--- src/core/spc_params.svh ---
// register map, field positions and reset values of the shared port
`ifndef SPC_PARAMS_SVH
`define SPC_PARAMS_SVH
`define SPC_ADDR_PIN_LEVELS   12'h000
`define SPC_ADDR_OUT_LATCH    12'h004
`define SPC_ADDR_DIRECTION    12'h008
`define SPC_ADDR_PERIPH_CTRL  12'h00C
`define SPC_DIR_RESET         8'hFF
`define SPC_LATCH_RESET       8'h00
`define SPC_CTRL_RESET        8'h01
`define SPC_CTRL_PINSEL_BIT   0
`define SPC_CTRL_EXTMODE_BIT  1
`define SPC_PIN_OSC_OUT       0
`define SPC_PIN_OSC_IN        1
`define SPC_PIN_CCU1          2
`define SPC_PIN_SCLK          3
`define SPC_WIDTH             8
`define SPC_SYNC_RESET        8'h00
`define SPC_OE_N_RESET        8'hFF
`define SPC_OUT_RESET         8'h00
`define SPC_RDATA_RESET       32'h0000_0000
`endif

--- src/core/spc_pkg.sv ---
// types shared by the shared port c block
package spc_pkg;
  // drive request of one on-chip peripheral onto its pin
  typedef struct packed {
    logic en;       // peripheral owns the output
    logic data;     // level it drives
    logic tristate; // peripheral asks for high impedance
  } spc_drive_t;
  // serial unit mode seen by the port
  typedef enum logic [1:0] {
    SPC_SER_OFF,
    SPC_SER_SPI,
    SPC_SER_I2C
  } spc_ser_mode_t;
endpackage

--- src/core/spc_port.sv ---
// shared port c: eight-pin gpio with peripheral pin takeover, apb slave
`timescale 1ns/1ps
`include "spc_params.svh"
module spc_port
(
  // clock and reset
  input  wire logic                   pclk,
  input  wire logic                   presetn,
  // apb slave
  input  wire logic                   psel,
  input  wire logic                   penable,
  input  wire logic                   pwrite,
  input  wire logic [11:0]            paddr,
  input  wire logic [31:0]            pwdata,
  input  wire logic [3:0]             pstrb,
  output logic      [31:0]            prdata,
  output logic                        pready,
  output logic                        pslverr,
  // pins: input, output, active-low output enable
  input  wire logic [7:0]             pin_in,
  output logic      [7:0]             pin_out,
  output logic      [7:0]             pin_oe_n,
  // slow timer oscillator and counter input
  input  wire logic                   slow_osc_en,
  output logic                        timer_count_input,
  output logic                        slow_osc_active,
  // second capture/compare unit and its pwm channel a
  input  wire spc_pkg::spc_drive_t    ccu2_drive,
  output logic                        ccu2_capture_in,
  output logic                        ccu2_alt_pin_req,
  // first capture/compare unit and its pwm channel a
  input  wire spc_pkg::spc_drive_t    ccu1_drive,
  output logic                        ccu1_capture_in,
  // synchronous serial unit clock
  input  wire spc_pkg::spc_ser_mode_t ser_mode,
  input  wire spc_pkg::spc_drive_t    ser_clk_drive,
  output logic                        ser_clk_in
);
  import spc_pkg::*;

  // ********************************************************
  // overview
  // ********************************************************
  // the port keeps three software registers: direction, output
  // latch and a small peripheral control word. a pin drives its latch
  // bit only when its direction bit is 0 and no peripheral claims it.
  // peripherals win over the latch on their own pins:
  //   pin 0 - slow oscillator output, timer count input
  //   pin 1 - slow oscillator input, second capture unit
  //   pin 2 - first capture unit and its pwm channel a
  //   pin 3 - serial unit clock, spi or i2c
  // pins 4 to 7 are plain gpio in this block.
  // every pin output and every peripheral input is registered, so
  // a change shows one clock after the state that caused it; the
  // extra cycle buys glitch-free pads at the cost of latency.
  // pin levels pass a two-stage synchroniser before anything reads
  // them, so a read of the level register lags the pad by two
  // clocks plus the bus setup cycle.
  // the oscillator has the last word on pins 0 and 1: while it
  // runs, no other request can turn their drivers on.
  // software must still set direction bits for each peripheral but the oscillator and the i2c clock;
  // the port never rewrites them, so a read returns what was set.
  // the apb slave never stretches a transfer: pready is high from
  // the first clock after reset and every access takes one cycle.
  // the control word holds the pin select and the extended mode
  // bit; the unit only leaves pin 1 when both agree on it.
  // the i2c clock is modelled open-drain: it pulls low or lets go,
  // and never drives the pin high itself.
  // capture and clock inputs read 0 whenever their path is not
  // selected, so an idle peripheral sees a quiet line.

  // ********************************************************
  // register state
  // ********************************************************
  logic [7:0] dir_q;
  logic [7:0] latch_q;
  logic [7:0] ctrl_q;
  logic [7:0] sync1_q;
  logic [7:0] sync2_q;
  logic       wr_en;
  logic       rd_en;
  logic [7:0] wbyte;
  logic       ccu2_on_pin1;
  logic [7:0] oe_n_d;
  logic [7:0] out_d;
  logic [31:0] rdata_d;
  logic       bad_addr;
  logic       wr_dir;
  logic       wr_latch;
  logic       wr_ctrl;
  logic       ccu2_out_sel;
  logic       ccu1_out_sel;
  logic       spi_out_sel;
  logic       i2c_out_sel;

  // writes strobe in the access phase, reads in setup; pready is held high, so one phase
  assign wr_en = psel & penable & pwrite;
  assign rd_en = psel & ~penable & ~pwrite;
  // only byte lane 0 carries data; narrow registers ignore the rest
  assign wbyte = pwdata[7:0];

  // one write strobe per register; the lane 0 strobe gates them all
  assign wr_dir   = wr_en & pstrb[0] & (paddr == `SPC_ADDR_DIRECTION);
  // the data register and the latch register both reach the latch
  assign wr_latch = wr_en & pstrb[0] &
                    ((paddr == `SPC_ADDR_PIN_LEVELS) |
                     (paddr == `SPC_ADDR_OUT_LATCH));
  assign wr_ctrl  = wr_en & pstrb[0] & (paddr == `SPC_ADDR_PERIPH_CTRL);

  // ********************************************************
  // apb register writes
  // ********************************************************
  // direction resets to all inputs, peripherals never change it
  always_ff @(posedge pclk or negedge presetn)
  begin
    if (!presetn)
      dir_q <= `SPC_DIR_RESET;
    else if (wr_dir)
      dir_q <= wbyte;
  end

  // data register and latch register both write the latch
  always_ff @(posedge pclk or negedge presetn)
  begin
    if (!presetn)
      latch_q <= `SPC_LATCH_RESET;
    else if (wr_latch)
      latch_q <= wbyte;
  end

  // pin select and extended mode configuration bits
  always_ff @(posedge pclk or negedge presetn)
  begin
    if (!presetn)
      ctrl_q <= `SPC_CTRL_RESET;
    else if (wr_ctrl)
      ctrl_q <= {6'h00, wbyte[`SPC_CTRL_EXTMODE_BIT],
                 wbyte[`SPC_CTRL_PINSEL_BIT]};
  end

  // ********************************************************
  // pin input synchroniser
  // ********************************************************
  // first stage may go metastable; nothing but stage two reads it
  always_ff @(posedge pclk or negedge presetn)
  begin
    if (!presetn)
      sync1_q <= `SPC_SYNC_RESET;
    else
      sync1_q <= pin_in;
  end

  // second stage is the only pin level seen by the logic
  always_ff @(posedge pclk or negedge presetn)
  begin
    if (!presetn)
      sync2_q <= `SPC_SYNC_RESET;
    else
      sync2_q <= sync1_q;
  end

  // ********************************************************
  // read mux
  // ********************************************************
  // read data captured in setup so it is stable during access
  always_comb
  begin
    rdata_d  = 32'h0000_0000;
    bad_addr = 1'b0;
    case (paddr)
      `SPC_ADDR_PIN_LEVELS:  rdata_d = {24'h000000, sync2_q};
      `SPC_ADDR_OUT_LATCH:   rdata_d = {24'h000000, latch_q};
      `SPC_ADDR_DIRECTION:   rdata_d = {24'h000000, dir_q};
      `SPC_ADDR_PERIPH_CTRL: rdata_d = {24'h000000, ctrl_q};
      default:               bad_addr = 1'b1;
    endcase
  end

  always_ff @(posedge pclk or negedge presetn)
  begin
    if (!presetn)
      prdata <= `SPC_RDATA_RESET;
    else if (rd_en)
      prdata <= rdata_d;
  end

  // zero wait states: ready rises on the first edge after reset
  always_ff @(posedge pclk or negedge presetn)
  begin
    if (!presetn)
      pready <= 1'b0;
    else
      pready <= 1'b1;
  end

  // unmapped addresses answer with an error in the access phase
  always_ff @(posedge pclk or negedge presetn)
  begin
    if (!presetn)
      pslverr <= 1'b0;
    else
      pslverr <= psel & ~penable & bad_addr;
  end

  // ********************************************************
  // pin ownership
  // ********************************************************
  // alternate placement only exists in extended mode
  assign ccu2_on_pin1 = ctrl_q[`SPC_CTRL_PINSEL_BIT] |
                        ~ctrl_q[`SPC_CTRL_EXTMODE_BIT];

  // pin 1 peripheral drive needs the unit placed there and dir 0
  assign ccu2_out_sel = ccu2_on_pin1 & ccu2_drive.en &
                        ~dir_q[`SPC_PIN_OSC_IN];
  // pin 2 peripheral drive needs dir 0
  assign ccu1_out_sel = ccu1_drive.en & ~dir_q[`SPC_PIN_CCU1];
  // spi clock drives only as an output, direction 0
  assign spi_out_sel  = (ser_mode == SPC_SER_SPI) & ~dir_q[`SPC_PIN_SCLK];
  // i2c clock overrides whatever the direction bit holds
  assign i2c_out_sel  = (ser_mode == SPC_SER_I2C) & ser_clk_drive.en;

  // priority per pin: oscillator, peripheral, then latch/direction
  always_comb
  begin
    oe_n_d = dir_q;
    out_d  = latch_q;
    // pin 1: second unit output or pwm channel a
    if (ccu2_out_sel)
    begin
      out_d[`SPC_PIN_OSC_IN]  = ccu2_drive.data;
      oe_n_d[`SPC_PIN_OSC_IN] = ccu2_drive.tristate;
    end
    // pin 2: first unit output or pwm channel a
    if (ccu1_out_sel)
    begin
      out_d[`SPC_PIN_CCU1]  = ccu1_drive.data;
      oe_n_d[`SPC_PIN_CCU1] = ccu1_drive.tristate;
    end
    // pin 3: serial clock; i2c output works open-drain style
    if (spi_out_sel)
    begin
      out_d[`SPC_PIN_SCLK]  = ser_clk_drive.data;
      oe_n_d[`SPC_PIN_SCLK] = 1'b0;
    end
    else if (i2c_out_sel)
    begin
      out_d[`SPC_PIN_SCLK]  = 1'b0;
      oe_n_d[`SPC_PIN_SCLK] = ser_clk_drive.data;
    end
    // oscillator owns pins 0 and 1 as analog, digital driver off
    if (slow_osc_en)
    begin
      oe_n_d[`SPC_PIN_OSC_OUT] = 1'b1;
      oe_n_d[`SPC_PIN_OSC_IN]  = 1'b1;
      out_d[`SPC_PIN_OSC_OUT]  = 1'b0;
      out_d[`SPC_PIN_OSC_IN]   = 1'b0;
    end
  end

  // registered drive enables; a reset leaves every driver off
  always_ff @(posedge pclk or negedge presetn)
  begin
    if (!presetn)
      pin_oe_n <= `SPC_OE_N_RESET;
    else
      pin_oe_n <= oe_n_d;
  end

  // registered drive levels, low until someone drives
  always_ff @(posedge pclk or negedge presetn)
  begin
    if (!presetn)
      pin_out <= `SPC_OUT_RESET;
    else
      pin_out <= out_d;
  end

  // ********************************************************
  // peripheral inputs from pins
  // ********************************************************
  // timer count input from pin 0, dead while the oscillator runs
  always_ff @(posedge pclk or negedge presetn)
  begin
    if (!presetn)
      timer_count_input <= 1'b0;
    else
      timer_count_input <= ~slow_osc_en & dir_q[`SPC_PIN_OSC_OUT] &
                           sync2_q[`SPC_PIN_OSC_OUT];
  end

  // second unit capture needs the unit on pin 1 and direction 1
  always_ff @(posedge pclk or negedge presetn)
  begin
    if (!presetn)
      ccu2_capture_in <= 1'b0;
    else
      ccu2_capture_in <= ~slow_osc_en & ccu2_on_pin1 &
                         dir_q[`SPC_PIN_OSC_IN] &
                         sync2_q[`SPC_PIN_OSC_IN];
  end

  // first unit capture follows pin 2 while it is an input
  always_ff @(posedge pclk or negedge presetn)
  begin
    if (!presetn)
      ccu1_capture_in <= 1'b0;
    else
      ccu1_capture_in <= dir_q[`SPC_PIN_CCU1] &
                         sync2_q[`SPC_PIN_CCU1];
  end

  // serial clock input; the i2c buffer type is the unit's business,
  // here it is just one sampled level
  always_ff @(posedge pclk or negedge presetn)
  begin
    if (!presetn)
      ser_clk_in <= 1'b0;
    else
      ser_clk_in <= ((ser_mode == SPC_SER_I2C) |
                     dir_q[`SPC_PIN_SCLK]) &
                    sync2_q[`SPC_PIN_SCLK];
  end

  // tells the oscillator that pins 0 and 1 are now its own
  always_ff @(posedge pclk or negedge presetn)
  begin
    if (!presetn)
      slow_osc_active <= 1'b0;
    else
      slow_osc_active <= slow_osc_en;
  end

  // asks the device to route the second unit to its other pin
  always_ff @(posedge pclk or negedge presetn)
  begin
    if (!presetn)
      ccu2_alt_pin_req <= 1'b0;
    else
      ccu2_alt_pin_req <= ~ccu2_on_pin1;
  end
endmodule

--- config.mk ---
export PLATFORM = sky130hd
export DESIGN_NAME = spc_port
export DESIGN_NICKNAME = d
export VERILOG_FILES = /design/src/core/spc_pkg.sv /design/src/core/spc_port.sv
export VERILOG_INCLUDE_DIRS = /design/src /design/src/core
export SDC_FILE = /design/constraint.sdc
export NUM_CORES = 1
export LEC_CHECK = 0
export ABC_AREA = 1
export BUFFER_PORTS_ARGS = -buffer_cell sky130_fd_sc_hd__buf_4
export CAP_MARGIN = 40
export CORE_MARGIN = 2
export CORE_UTILIZATION = 45
export DETAILED_ROUTE_END_ITERATION = 10
export PLACE_DENSITY = 0.78
export SLEW_MARGIN = 30
export SYNTH_ARGS = -nofsm -noshare
export SYNTH_HDL_FRONTEND = slang
export SYNTH_SLANG_ARGS = --single-unit
--- constraint.sdc ---
create_clock -name pclk -period 1.45 [get_ports pclk]
set_input_delay 0.29 -clock pclk [delete_from_list [all_inputs] [get_ports pclk]]
set_output_delay 0.29 -clock pclk [all_outputs]
set_load 0.02 [all_outputs]
Word level (Yosys, flattened, before mapping)
Cells that the tools add are included.
{"block": "classes", "n_eq_ne": 5, "n_mux": 12, "n_bitwise": 32, "n_reduce_logical": 2}
{"cell": "$pmux W8 S4", "n": 1}
{"cell": "$eq A12 B4 Y1 const B", "n": 2}
{"cell": "$and A1 B1 Y1", "n": 21}
{"cell": "$eq A12 B3 Y1 const B", "n": 1}
{"cell": "$logic_not A12 Y1", "n": 1}
{"cell": "$mux W1", "n": 9}
{"cell": "$not A1 Y1", "n": 8}
{"cell": "$mux W2", "n": 2}
{"cell": "$reduce_or A4 Y1", "n": 1}
{"cell": "$or A1 B1 Y1", "n": 3}
{"cell": "$eq A2 B1 Y1 const B", "n": 1}
{"cell": "$eq A2 B2 Y1 const B", "n": 1}
{"block": "word_totals", "ff_bits": 90, "in_bits": 73, "word_cells": 67}

Logic depth before layout (Yosys ltp)
{"block": "logic_depth", "depth_word": 6, "mapped_depth": 9}

Worst setup path after synthesis
OpenSTA, ideal clock, no wires.
{"block": "synth_path", "path_kind": "input to register", "startpoint": "input paddr[1]", "endpoint": "register latch_q[6]", "setup_time_ps": 118, "t_arrival_ps": 1134, "required_ps": 1332, "slack_ps": 198, "cell_stages": 9, "path_cell_list": "nor2_4 > nand2_2 > nor2_4 > nand2_1 > nand2_1 > nand2_2 > buf_6 > nand2_2 > o21ai_2"}
{"block": "synth_between", "elab_chain_len": 3, "word_cells_on_any_way": 4, "classes_between": "eq/ne: 1; bitwise: 2; reduce/logical: 1"}
{"item": "start, declared", "line_no": "spc_port.sv:13", "text": "input wire logic [11:0] paddr,"}
{"item": "$eq A12 B3 Y1 / $logic_not A12 Y1 (equally long branches)"}
{"item": "$or A1 B1 Y1 *", "line_no": "spc_port.sv:106", "text": "((paddr == `SPC_ADDR_PIN_LEVELS) |"}
{"item": "$and A1 B1 Y1 *", "line_no": "spc_port.sv:105", "text": "assign wr_latch = wr_en & pstrb[0] &"}
{"item": "end signal, assigned", "line_no": "spc_port.sv:126", "text": "latch_q <= `SPC_LATCH_RESET;"}
{"item": "end signal, assigned", "line_no": "spc_port.sv:128", "text": "latch_q <= wbyte;"}
{"item": "end, declared", "line_no": "spc_port.sv:76", "text": "logic [7:0] latch_q;"}
Every way passes the cells marked *; elsewhere a longest branch is shown, timed or not.
A chain may end at the register's enable or synchronous reset.

Worst setup path after layout
{"block": "layout_path", "startpoint": "register pin_oe_n[6]", "endpoint": "output pin_oe_n[6]"}
{"item": "start, declared", "line_no": "spc_port.sv:22", "text": "output logic [7:0] pin_oe_n,"}
{"item": "start signal, assigned", "line_no": "spc_port.sv:264", "text": "pin_oe_n <= `SPC_OE_N_RESET;"}
{"item": "start signal, assigned", "line_no": "spc_port.sv:266", "text": "pin_oe_n <= oe_n_d;"}
No word-level cell between the ends.

==> impl_results.md <==
- Worst IR Drop VDD: 0.6325 mV
- Required time worst endpoint: approximately 1.2 ns
- Setup-violating endpoint count in the final report: 0
- Number of optimization iterations in the first detailed-route pass: 5
- Share of synthesized area occupied by flip-flops and latches: 60.17%
- Static leakage power: 1.867 nW
- Clock-pin slew on the worst setup and hold paths: 0.08 ns
- Multiplexer share of the synthesized area: 0%
- Number of vias per cell: 4.584
- Detailed placement HPWL: 3982 um
- Total die area: 6823 um2
- Warnings, synthesis: 0
- Asr flop ratio synth: 100.0%
- Setup repair after global routing missed its margin: no
- CTS Root Cell: sky130_fd_sc_hd__clkbuf_8
- Worst setup path class: flip-flop to output port
- Gp weighted congestion: 0.7837
- Number of buffers and inverters on the critical path: 1
- Yosys reg bits: 66
- DRC Markers: 0
- Number of enable-type register cells in the synthesized netlist: 0
- Initial Util: between 40 and 50%
- Pin count of the biggest net entering global routing: 40
- Layout overhead on the synthesized area: 31.91%
- First-pass GRT wire length: about 9000 um
- WL per Instance: 12.60 um
- Number of different library cells in the post-synthesis netlist: 24
- Compound-Gate Fraction of Synth Area: approximately 7.0%
- Slew Limit Fails: 0
- Critical path capture point type: output port
- Most common library cell in the layout ignoring fill and taps: sky130_fd_sc_hd__buf_4
- CTS H-Tree Depth: 3
- Kind of cell adding the most delay to the critical path: flip-flops
- Die Span Y: just over 80 um
- Antenna violations before repair: 0
- Count of final hold-check violations: 0
- Period minus WS final: approximately 1.3 ns
- Total number of placement rows: 28
- Sum of negative setup slack: 0 ns
- Post-Synthesis Mean Instance Area: 10.34 um2
- Status: completed
- Width of the die: 82.60 um
- Pint: 3.202 mW
- Slowest cell on the critical path: sky130_fd_sc_hd__dfstp_2
- Upper clock frequency limit: 0.7794 GHz
- Inserted Clock Buffers: 9
- Worst Setup Start Kind: flip-flop
- Share of cells above drive strength 1: 39.51%
- Post-Synthesis Cell Area: 2780 um2
- Post-route fraction of the period consumed by the critical path: 88.49%
- DRT iter0 DRCs: around 130
- Standard cell core area: 5956 um2
- Number of buffers on the longest clock path: 2
- Slowest cell delay on critical path: 0.52 ns
- Number of input and output port buffers inserted: 76
- Simple logic cell fraction of the synthesized area: about a fifth
- Reg power frac: 46.1%
- Gate count of the mapped netlist: 269
- CP Data Arrival Time: slightly below 1 ns
- Total Nets Final: 435
- Area share of xor/xnor cells in the synthesized design: 0%
- Utilization after layout: 61.58%
- Overall via count from detail_route: ~2000
- Cell-by-cell listing of the critical path: buf_4
- Switching power as a share of total power: 22.24%
- Combinational family with the most area after synthesis: simple AND/OR/NAND/NOR gates
- Clock latency of the later-clocked register in the worst-skew pair: approximately 0.34 ns
- Total of max-cap violations: 0
- Global route overflow: 0
- Number of I/O pins: 129
- Via count of the first global-routing pass: 1917
- Min-Delay Path Class: input port to flip-flop
- Net load switching power: just over 900 uW
- Post-synthesis share of cell area spent on full adders, half adders and majority gates: 0%
- Total number of clock tree sinks: 66
- Logic pwr share: about 7.6%
- Maximum fanout along the worst path: 1
- Primary FF master, synth: sky130_fd_sc_hd__dfrtp_1
- Global Route Usage Sum: 17.82%
- Clock Power Share: 46.3%
- WHS: 0.05283 ns
- Number of standard cells in the final layout excluding fillers: ~440
- Top library cells by usage in the layout, fill and taps aside: sky130_fd_sc_hd__buf_4, sky130_fd_sc_hd__nand2_1, sky130_fd_sc_hd__dfrtp_1, sky130_fd_sc_hd__nand3_1, sky130_fd_sc_hd__conb_1
- Antenna Violating Nets Remaining: 0
- # Post-CTS Setup Buffers: 0
- Worst-case clock skew: 0.006758 ns
- Pwr/cell area: between 1000 and 1500 nW/um2
- Dpl cells: around 430
- Number of diodes: 0
- Total length of routed wires: 5571 um
- TritonCTS clock tree: done
==> cells in the mapped netlist (2+ instances only) <==
cell,n,share of area [%]
sky130_fd_sc_hd__nand2_1,56,7.6
sky130_fd_sc_hd__dfrtp_1,49,44
sky130_fd_sc_hd__nand3_1,36,6.5
sky130_fd_sc_hd__buf_4,25,6.8
sky130_fd_sc_hd__inv_1,24,3.2
sky130_fd_sc_hd__dfstp_2,17,16
sky130_fd_sc_hd__o21ai_2,11,3.5
sky130_fd_sc_hd__nor2_1,10,1.4
sky130_fd_sc_hd__o21ai_1,9,1.6
sky130_fd_sc_hd__nor2_4,6,2.4
sky130_fd_sc_hd__nand2_2,5,1.1
sky130_fd_sc_hd__buf_6,4,1.6
sky130_fd_sc_hd__o21ai_0,3,0.54
sky130_fd_sc_hd__a21oi_1,2,0.36
sky130_fd_sc_hd__conb_1,2,0.27
sky130_fd_sc_hd__o211ai_1,2,0.54
==> power groups by stage <==
stage | clock [mW] | combinational (mW) | sequential [mW]
floorplan | 0 | 0.161 | 1.95
CTS | 1.93 | 0.319 | 1.90
global route | 2.00 | 0.349 | 1.90
global placement | 0 | 0.310 | 1.93
finish | 1.91 | 0.315 | 1.90
detailed placement | 0 | 0.316 | 1.93
==> state kept, by name (all words and copies together) (netlist names), 2 cells and up <==
| name | flops |
|---|---|
| ctrl_q | 2 |
| dir_q | 8 |
| latch_q | 8 |
| pin_oe_n | 8 |
| pin_out | 8 |
| prdata | 8 |
| sync1_q | 8 |
| sync2_q | 8 |
==> area by class of cell <==
type	instances	area [um2]
inverter	25	93.84
clock buffer	10	137.6
fill	492	2288
sequential	66	1673
timing repair buffer	88	688.2
tap	75	93.84
multi-input combinational	172	867.1
clock inverter	6	113.9
==> kinds of logic after synthesis <==
kind of cell	Yosys count
AND/OR/NAND/NOR	118
flip-flops	66
buffers and inverters	54
AO/OA/AOI/OAI	29
other	2
==> through the flow <==
step / power (mW) / area, um2 / worst slack (ns)
floorplan: 2.109 / 2867 / 0.1980
global placement: 2.239 / 3406 / -0.0008488
detailed placement: 2.246 / 3406 / -0.03904
CTS: 4.144 / 3667 / 0.1536
global route: 4.253 / 3667 / 0.1394
finish: 4.118 / 3667 / 0.1669
==> per-layer routing <==
metal | share of wire, % | GRT usage (%)
met1 | 41 | 21.94
met2 | 49 | 28.39
met3 | 7.6 | 4.022
met5 | 0 | 0
met4 | 2.6 | 11.15
==> path summary, 6_finish.rpt <==
kind | from | endpoint | slack, ns | depth (start not counted)
min in group asynchronous | presetn | prdata[4]$_DFFE_PN0P_ | 0.33 | 2
worst max register to register | dir_q[1]$_DFFE_PN1P_ | pin_out[1]$_DFF_PN0_ | 0.41 | 4
worst max-delay path | pin_oe_n[6]$_DFF_PN1_ | pin_oe_n[6] | 0.17 | 1
max in group asynchronous | presetn | dir_q[4]$_DFFE_PN1P_ | 0.60 | 3
worst min-delay path | pin_in[6] | sync1_q[6]$_DFF_PN0_ | 0.05 | 1
worst min register to register | sync1_q[3]$_DFF_PN0_ | sync2_q[3]$_DFF_PN0_ | 0.35 | 0
==> timing repair <==
item,4_1_cts,5_1_grt
gates resized for setup,0,0
hold endpoints to repair,9,0
hold buffers,1,0
(Power assumes the default switching activity.)
